**config.mk**
```make
export PLATFORM = sky130hd
export DESIGN_NAME = vrs_slave
export DESIGN_NICKNAME = d
export VERILOG_FILES = /design/src/core/vrs_pkg.sv /design/src/core/vrs_slave.sv
export SDC_FILE = /design/constraint.sdc
export NUM_CORES = 1
export LEC_CHECK = 0
export BUFFER_PORTS_ARGS = -buffer_cell sky130_fd_sc_hd__buf_2
export CAP_MARGIN = 20
export CORE_UTILIZATION = 50
export DETAILED_ROUTE_END_ITERATION = 10
export PLACE_DENSITY = 0.71
export SLEW_MARGIN = 20
export SYNTH_ARGS = -nofsm -noshare
export SYNTH_HDL_FRONTEND = slang
export SYNTH_SLANG_ARGS = --single-unit
```
**constraint.sdc**
```tcl
create_clock -name clock -period 3 [get_ports clock]
set_input_delay 0.45 -clock clock [delete_from_list [all_inputs] [get_ports clock]]
set_output_delay 0.45 -clock clock [all_outputs]
set_load 0.05 [all_outputs]
```
**src/core/vrs_pkg.sv**
```systemverilog
/*
 constants and types of the virtual register i2c slave.
 assumes a 20 MHz system clock.
*/
package vrs_pkg;
  localparam logic [6:0] DEV_ADDR7 = 7'h49;
  localparam logic [7:0] REG_STATUS = 8'h00;
  localparam logic [7:0] REG_INBOUND = 8'h01;
  localparam logic [7:0] REG_OUTBOUND = 8'h02;
  localparam int BUSY_BIT = 1;
  localparam int RXV_BIT = 0;
  localparam int VWR_BIT = 7;
  localparam logic [7:0] NO_DATA = 8'h00;
  localparam logic [3:0] BITS_PER_BYTE = 4'h8;
  localparam int CLK_PERIOD_NS = 50;
  localparam int SCL_FAST_HZ = 400000;
  localparam int SCL_STD_HZ = 100000;
  // clocks per scl half period at fast mode, rounded down
  localparam int SCL_HALF_CYC = 1000000000 / (2 * SCL_FAST_HZ) / CLK_PERIOD_NS;

  typedef enum logic [3:0] {
    ST_IDLE = 4'h0,
    ST_DEV = 4'h1,
    ST_DEVACK = 4'h2,
    ST_PTR = 4'h3,
    ST_PTRACK = 4'h4,
    ST_DATA = 4'h5,
    ST_DATAACK = 4'h6,
    ST_TX = 4'h7,
    ST_TXACK = 4'h8
  } vrs_fsm_type;

  typedef struct packed {
    logic write;
    logic [6:0] addr;
    logic [7:0] wdata;
  } vrs_vreq_type;

  typedef struct packed {
    vrs_fsm_type fsm;
    logic [7:0] sh;
    logic [3:0] cnt;
    logic scl_q;
    logic sda_q;
    logic rw;
    logic [7:0] ptr;
    logic sda_oe;
    logic busy;
    logic rxv;
    logic [7:0] inb;
    logic [7:0] outb;
    logic exp_data;
    logic req;
    vrs_vreq_type vreq;
  } vrs_state_type;
endpackage : vrs_pkg

```
**src/core/vrs_slave.sv**
```systemverilog
/*
 i2c slave with three physical byte registers giving polled access
 to a virtual register space served by the user-side port.
 assumes scl and sda are already synchronous to clock and that
 the pad logic resolves the open-drain sda from sda_oe.
*/
`timescale 1ns/1ps
`default_nettype none

module vrs_slave (
  input wire logic clock,
  input wire logic nrst,
  input wire logic host_port_select,
  input wire logic scl_in,
  input wire logic sda_in,
  output logic sda_out,
  output logic sda_oe,
  output logic vreg_req_valid,
  output vrs_pkg::vrs_vreq_type vreg_req,
  input wire logic vreg_ack,
  input wire logic [7:0] vreg_rdata
);

  vrs_pkg::vrs_state_type r;
  vrs_pkg::vrs_state_type d;
  logic rise;
  logic fall;
  logic start;
  logic stop;

  ////////////////////////////////////////////////////////////////
  // read side of the register map

  function automatic logic [7:0] rd_byte(input logic [7:0] ptr, input logic busy, input logic rxv,
                                         input logic [7:0] outb);
    logic [7:0] b;
    b = vrs_pkg::NO_DATA;
    if (ptr == vrs_pkg::REG_STATUS)
    begin
      b[vrs_pkg::BUSY_BIT] = busy;
      b[vrs_pkg::RXV_BIT] = rxv;
    end
    else if (ptr == vrs_pkg::REG_OUTBOUND)
    begin
      b = outb;
    end
    return b;
  endfunction : rd_byte

  ////////////////////////////////////////////////////////////////
  // bus conditions, sampled at 20 MHz

  assign rise = scl_in & ~r.scl_q;
  assign fall = ~scl_in & r.scl_q;
  assign start = scl_in & r.scl_q & r.sda_q & ~sda_in;
  assign stop = scl_in & r.scl_q & ~r.sda_q & sda_in;

  always_comb
  begin
    d = r;
    d.scl_q = scl_in;
    d.sda_q = sda_in;
    // virtual request completion
    if (r.req && vreg_ack)
    begin
      d.req = 1'b0;
      d.busy = 1'b0;
      if (!r.vreq.write)
      begin
        d.outb = vreg_rdata;
        d.rxv = 1'b1;
      end
    end
    // decode of a pending inbound byte
    if (r.busy && !r.req)
    begin
      if (r.exp_data)
      begin
        d.req = 1'b1;
        d.vreq.write = 1'b1;
        d.vreq.wdata = r.inb;
        d.exp_data = 1'b0;
      end
      else if (r.inb[vrs_pkg::VWR_BIT])
      begin
        d.vreq.addr = r.inb[6:0];
        d.exp_data = 1'b1;
        d.busy = 1'b0;
      end
      else
      begin
        d.req = 1'b1;
        d.vreq.write = 1'b0;
        d.vreq.addr = r.inb[6:0];
      end
    end
    // byte engine
    unique case (r.fsm)
      vrs_pkg::ST_IDLE:
      begin
        d.sda_oe = 1'b0;
      end
      vrs_pkg::ST_DEV, vrs_pkg::ST_PTR, vrs_pkg::ST_DATA:
      begin
        if (rise)
        begin
          d.sh = {r.sh[6:0], sda_in};
          d.cnt = r.cnt + 4'h1;
        end
        if (fall && r.cnt == vrs_pkg::BITS_PER_BYTE)
        begin
          d.cnt = 4'h0;
          d.sda_oe = 1'b1;
          if (r.fsm == vrs_pkg::ST_DEV)
          begin
            d.rw = r.sh[0];
            d.fsm = vrs_pkg::ST_DEVACK;
            if (r.sh[7:1] != vrs_pkg::DEV_ADDR7)
            begin
              d.sda_oe = 1'b0;
              d.fsm = vrs_pkg::ST_IDLE;
            end
          end
          else if (r.fsm == vrs_pkg::ST_PTR)
          begin
            d.ptr = r.sh;
            d.fsm = vrs_pkg::ST_PTRACK;
          end
          else
          begin
            d.fsm = vrs_pkg::ST_DATAACK;
            // status and outbound are read-only; busy refuses a write
            if (r.ptr == vrs_pkg::REG_INBOUND && !r.busy)
            begin
              d.inb = r.sh;
              d.busy = 1'b1;
            end
          end
        end
      end
      vrs_pkg::ST_DEVACK, vrs_pkg::ST_PTRACK, vrs_pkg::ST_DATAACK:
      begin
        if (fall)
        begin
          d.sda_oe = 1'b0;
          if (r.fsm == vrs_pkg::ST_DEVACK && r.rw)
          begin
            d.sh = rd_byte(r.ptr, d.busy, d.rxv, d.outb);
            d.sda_oe = ~d.sh[7];
            d.sh = {d.sh[6:0], 1'b0};
            d.fsm = vrs_pkg::ST_TX;
            if (r.ptr == vrs_pkg::REG_OUTBOUND)
            begin
              d.rxv = 1'b0;
            end
          end
          else if (r.fsm == vrs_pkg::ST_DEVACK)
          begin
            d.fsm = vrs_pkg::ST_PTR;
          end
          else
          begin
            d.fsm = vrs_pkg::ST_DATA;
          end
        end
      end
      vrs_pkg::ST_TX:
      begin
        if (rise)
        begin
          d.cnt = r.cnt + 4'h1;
        end
        if (fall)
        begin
          if (r.cnt == vrs_pkg::BITS_PER_BYTE)
          begin
            d.sda_oe = 1'b0;
            d.cnt = 4'h0;
            d.fsm = vrs_pkg::ST_TXACK;
          end
          else
          begin
            d.sda_oe = ~r.sh[7];
            d.sh = {r.sh[6:0], 1'b0};
          end
        end
      end
      vrs_pkg::ST_TXACK:
      begin
        if (rise && sda_in)
        begin
          d.fsm = vrs_pkg::ST_IDLE;
        end
        else if (fall)
        begin
          d.sh = rd_byte(r.ptr, d.busy, d.rxv, d.outb);
          d.sda_oe = ~d.sh[7];
          d.sh = {d.sh[6:0], 1'b0};
          d.fsm = vrs_pkg::ST_TX;
          if (r.ptr == vrs_pkg::REG_OUTBOUND)
          begin
            d.rxv = 1'b0;
          end
        end
      end
      default:
      begin
        d.fsm = vrs_pkg::ST_IDLE;
        d.sda_oe = 1'b0;
      end
    endcase
    // a completing virtual read sets ready over a same-cycle clear
    if (r.req && vreg_ack && !r.vreq.write)
    begin
      d.rxv = 1'b1;
    end
    if (start)
    begin
      d.fsm = vrs_pkg::ST_DEV;
      d.cnt = 4'h0;
      d.sda_oe = 1'b0;
    end
    else if (stop)
    begin
      d.fsm = vrs_pkg::ST_IDLE;
      d.sda_oe = 1'b0;
    end
    if (!host_port_select)
    begin
      d.fsm = vrs_pkg::ST_IDLE;
      d.sda_oe = 1'b0;
    end
  end

  always_ff @(posedge clock or negedge nrst)
  begin
    if (!nrst)
    begin
      r <= '0;
      r.scl_q <= 1'b1;
      r.sda_q <= 1'b1;
    end
    else
    begin
      r <= d;
    end
  end

  assign sda_out = 1'b0;
  assign sda_oe = r.sda_oe;
  assign vreg_req_valid = r.req;
  assign vreg_req = r.vreq;
endmodule : vrs_slave

`default_nettype wire

```
Yosys cells after proc, flatten, opt, wreduce, memory -nomap -nowiden
Index checks and enable logic that the tools add are counted.

cells by class
  add/subtract/negate cells = 1
  eq/ne operators = 29
  muxes and demuxes = 72
  bitwise logic cells = 17
  reduce and logical (&&, ||, !) cells = 26

operator list
  kind                                                  number
  2-to-1 mux 8 bit                                      7
  2-to-1 mux 4 bit                                      12
  2-to-1 mux 6 bit                                      7
  2-to-1 mux 12 bit                                     3
  one-hot mux 8 bit (4 select lines)                    1
  != test 5 bit (second input constant)                 6
  2-to-1 mux 1 bit                                      27
  one-hot mux 4 bit (5 select lines)                    1
  2-to-1 mux 17 bit                                     1
  equality test 4 x 3 -> 1 bit (second input constant)  4
  2-to-1 mux 16 bit                                     1
  != test 2 bit (second input constant)                 8
  2-to-1 mux 2 bit                                      6
  inverter 1 bit                                        10
  AND reduction 5 bit                                   2
  equality test 4 x 2 -> 1 bit (second input constant)  2
  equality test 4 bit (second input constant)           2
  equality test 8 x 1 -> 1 bit (second input constant)  1
  equality test 8 x 2 -> 1 bit (second input constant)  1
  logical NOT 8 bit                                     1
  != test 4 bit (second input constant)                 2
  one-hot mux 4 bit (2 select lines)                    1
  AND reduction 2 bit                                   4
  AND reduction 8 bit                                   1
  other kinds (18)                                      34

storage, ports and cells
  flip-flop bits (word level) = 64
  bits of input ports = 14
  output and inout bits = 19
  word-level logic and storage cells = 162

Depth between registers and ports, before layout
  word-level depth = 14
  gate-level depth with buffers = 8
  depth with buffers taken out = 7

Worst setup path after synthesis
Ideal clock, no wire load.

  path type = reg-to-reg
  start point = reg r, in the netlist vreg_req_valid
  end point = reg r[54] (netlist bit)
  setup time = 125 ps
  data arrival time = 1,897 ps
  required time = 2,875 ps
  path slack = 978 ps
  stages on the path, launching flop included = 7
  path buffers = 1
  period minus slack after synthesis = 2,022 ps
  path through = dfrtp_1 -> nand3b_1 -> buf_4 -> mux2_2 -> nor3b_1 -> a221o_1 -> mux2_4

RTL lines
  element             RTL line         RTL
  start: declaration  vrs_slave.sv:24  vrs_pkg::vrs_state_type r;

Final worst setup path
  start point = reg r[61] (netlist bit)
  end point = reg r[58] (netlist bit)

on the way
  longest elaborated chain between the ends = 4
  elaborated cells between the ends (all ways) = 21
  those cells by class = eq/ne (15); mux (1); reduce/logical (5)

RTL lines
  element                                                               RTL line
  equality test 4 x 2 -> 1 bit, or another cell as far along            vrs_slave.sv:98, vrs_slave.sv:146
  OR reduction 3 bit / logical AND 1 bit (equally long branches)        vrs_slave.sv:98, vrs_slave.sv:146
  nonzero test 4 bit (no line) / != test 2 bit (equally long branches)  -
  AND reduction 8 bit (no line)                                         -

Parallel ways exist; a longest one is shown, timed or not.
A chain may end at the register's enable or synchronous reset.

==> key figures <==
Status
  – Status: completed

Worst setup path
  – Critical Path Sink: r[58]
  – CP required: 3.21 ns
  – CP max-delay cell: dfrtp_1
  – CP delay by family, top: compound AO/OA/AOI/OAI gates
  – Depth of the worst register-to-register path: 5
  – Critical path arrival: 2.44 ns
  – Critical path launch point: r[61]
  – Critical path peak fanout: 18
  – WP depth: 5
  – Buf+Inv Stages, Crit Path: 0
  – Critical path class: reg -> reg
  – Setup crit start kind: flip-flop
  – FF-to-FF End: r[58]
  – Reg-to-Reg Start: r[61]
  – Worst path cell trace: and3b_1 > a21oi_1 > o32ai_1 > o21a_1 > mux2_4
  – Worst R2R Setup Slack: 0.78 ns
  – Crit. End Element: flip-flop
  – CP peak stage delay: 0.65 ns

STA
  – Setup_tns: 0 ns
  – Fin crit period: 2.22 ns
  – Crit share post-route: 0.742
  – RSZ-0062 raised after global routing: false
  – Final hold violation count: 0
  – Setup violators final: 0
  – Fin Clk Skew: 0.00881 ns
  – Slew HR: 0.460
  – Min Hold Slack: 0.211 ns
  – Slew Limit Fails: 0
  – Fmax: 449 MHz
  – Worst Tran Pin Value: 0.811 ns
  – Final worst slack: 0.775 ns

Floorplan
  – Starting Density: 0.519
  – Die height: 83.2 µm
  – Die area: 0.00691 mm²
  – Die W: 83.2 µm
  – Row count: 29
  – Core Footprint: 0.00635 mm²
  – I/O pin count: 33

Yosys
  – #FFs+latches synth: 64
  – Cell accounting for the most synthesized area: dfrtp_1
  – Synth top area share: 0.471
  – Synth Area in Compound Gates: 0.101
  – Mux cell area share after synthesis: 0.186
  – Synth cell types: 57
  – Top FF cell, synth: dfrtp_1
  – Syn nets: 301
  – Synth warn: 0
  – Post-synthesis simple-gate area fraction: 0.144
  – Post-Syn Area: 0.00329 mm²
  – Most common cell in the netlist: dfrtp_1
  – Post-synth EDFFs: 0
  – Seq/Total Area, Yosys: 0.487
  – Largest family of logic cells by synthesized area: multiplexers
  – Post-synthesis cell count: 285
  – Most frequent cells after synthesis: 62 x dfrtp_1, 40 x mux2_2, 22 x nor2_1
  – Syn_area_per_cell: 11.6 µm²
  – XOR/XNOR Fraction of Synth Area: 0.00798
  – Synth area leaders: dfrtp_1 47%, mux2_2 14%, buf_4 4.6%
  – Post-Synth Adder-Cell Area: 0.00760
  – Asr flop ratio synth: 1.00

CTS
  – Num CTS Buffers: 9
  – Hold Buf Count CTS: 0
  – Longest Clk Path Bufs: 2
  – Clk_lat worst skew: 0.33 ns
  – CTS tree: yes
  – Root cell of the clock tree: clkbuf_8
  – Reg clk slew, reported paths: 0.08 ns
  – CTS resizes: 0
  – Setup Fix Bufs, Post-CTS: 0
  – CTS Sinks: 64
  – H-Tree Depth: 3

Final layout
  – Antenna fix cells: 0
  – Fin area: 0.00357 mm²
  – Share of layout cells above drive strength 1: 0.334
  – Final net count: 319
  – Area grow syn2layout: 8.40%

Power and ir drop
  – Clock share of power: 0.391
  – PwrDens: 521 mW/mm²
  – Comb pwr share: 0.088
  – Sw frac: 0.256
  – Final total power: 1.86 mW
  – Lkg Pwr: 1.75 nW
  – Internal power: 1.38 mW
  – Sw power: 0.476 mW
  – Reg power frac: 0.521
  – Max VDD drop: 0.314 mV

Route
  – Via/cell ratio: 5.64
  – DRC violations left: 0
  – Aggregate routed wire length: 6000 µm
  – Routed WL per cell: 15.6 µm
  – Drt first pass iters: 4
  – First DRT Iteration DRCs: 103
  – Post-route ant nets: 0
  – Vias: 2173

Worst hold path
  – Worst Hold Class: in -> async

Place
  – Routability cong.: 0.947
  – Dpl hpwl: 4360 µm
  – Port bufs: 31
  – Placed instance area: 0.00337 mm²
  – Dpl ws: 0.730 ns

Global route
  – Largest net degree at the start of global routing: 39
  – Tot GR Track Use: 0.193
  – Overflow after GRT: 0
  – Initial antenna violation count: 0
  – Vias in the first global route: 2146
  – First-pass GRT wire length: 10500 µm

Job
  – Max_cap viols: 0
-- how the worst min path moves through the flow --
stage                     start            to  slack (ns)  cells past startpoint
final                      nrst         r[53]        0.21                      1
after global routing       nrst   vreg_req[8]        0.27                      1
after CTS                  nrst  vreg_req[14]        0.22                      1
after detailed placement  r[34]         r[34]        0.48                      2
after global placement    r[34]         r[34]        0.47                      2
after floorplan            nrst         r[17]        0.15                      0
-- cell usage in the layout (no fill, tap or decap), types with 3 or more instances in the layout --
| master | synthesis | layout |
|---|---|---|
| nand3b_1 | 5 | 5 |
| mux2i_1 | 5 | 5 |
| dfrtp_1 | 62 | 62 |
| mux2_2 | 40 | 40 |
| nand2b_1 | 8 | 8 |
| a21oi_1 | 8 | 8 |
| a22o_1 | 5 | 5 |
| nor3_1 | 4 | 4 |
| o21ai_0 | 7 | 7 |
| nor2_1 | 22 | 22 |
| mux2_4 | 6 | 6 |
| clkbuf_8 | 0 | 9 |
| nor2b_1 | 6 | 6 |
| nand3_1 | 3 | 3 |
| buf_2 | 5 | 31 |
| nand2_1 | 14 | 14 |
| xnor2_1 | 3 | 3 |
| inv_1 | 8 | 8 |
-- layer usage --
layer  global-route usage  wire (µm)  vias up
met5                    0          0        -
met4               0.0799         60        0
met3               0.0298        270        4
met2                0.298       2840       58
met1                0.272       2840     1061
li1                     -          -     1050
-- power by group through the flow --
stage / clock network, mW / registers, mW / logic (mW)
final: 0.728 / 0.969 / 0.163
after global routing: 0.784 / 0.978 / 0.186
after CTS: 0.750 / 0.969 / 0.166
after detailed placement: 0 / 0.986 / 0.166
after global placement: 0 / 0.982 / 0.159
after floorplan: 0 / 0.962 / 0.121
-- kinds of logic after synthesis --
group / count (synthesis)
AND/OR/NAND/NOR: 83
flip-flops: 64
multiplexers: 53
AO/OA/AOI/OAI: 45
buffers and inverters: 34
XOR/XNOR: 3
adder cells (fa/ha/maj): 2
other: 1
-- state kept, by name (all words and copies together), names as in the netlist --
| register | count |
|---|---|
| vreg_req | 16 |
| r | 46 |
| sda_oe | 1 |
| vreg_req_valid | 1 |
-- per-stage QoR --
stage | std cells | util
5_1_grt | 385 | 0.562
3_5_place_dp | 369 | 0.531
4_1_cts | 385 | 0.562
3_3_place_gp | 369 | 0.531
2_1_floorplan | 285 | -
6_report | 385 | 0.562
-- area by class of cell --
cell class / instances / area [µm²]
repair buffers: 33 / 170
clock buffers: 9 / 124
flip-flops and latches: 64 / 1600
well taps: 77 / 96.3
inverters: 8 / 30.0
fillers: 528 / 2780
multi-input cells: 187 / 1470
clock inverters: 7 / 72.6
-- worst register-to-register path, cell delays in order (launching register included) --
cell and delay (ns):
dfrtp_1 0.65, and3b_1 0.25, a21oi_1 0.06, o32ai_1 0.30, o21a_1 0.50, mux2_4 0.34
No activity file was read; power rests on OpenSTA's default activity.
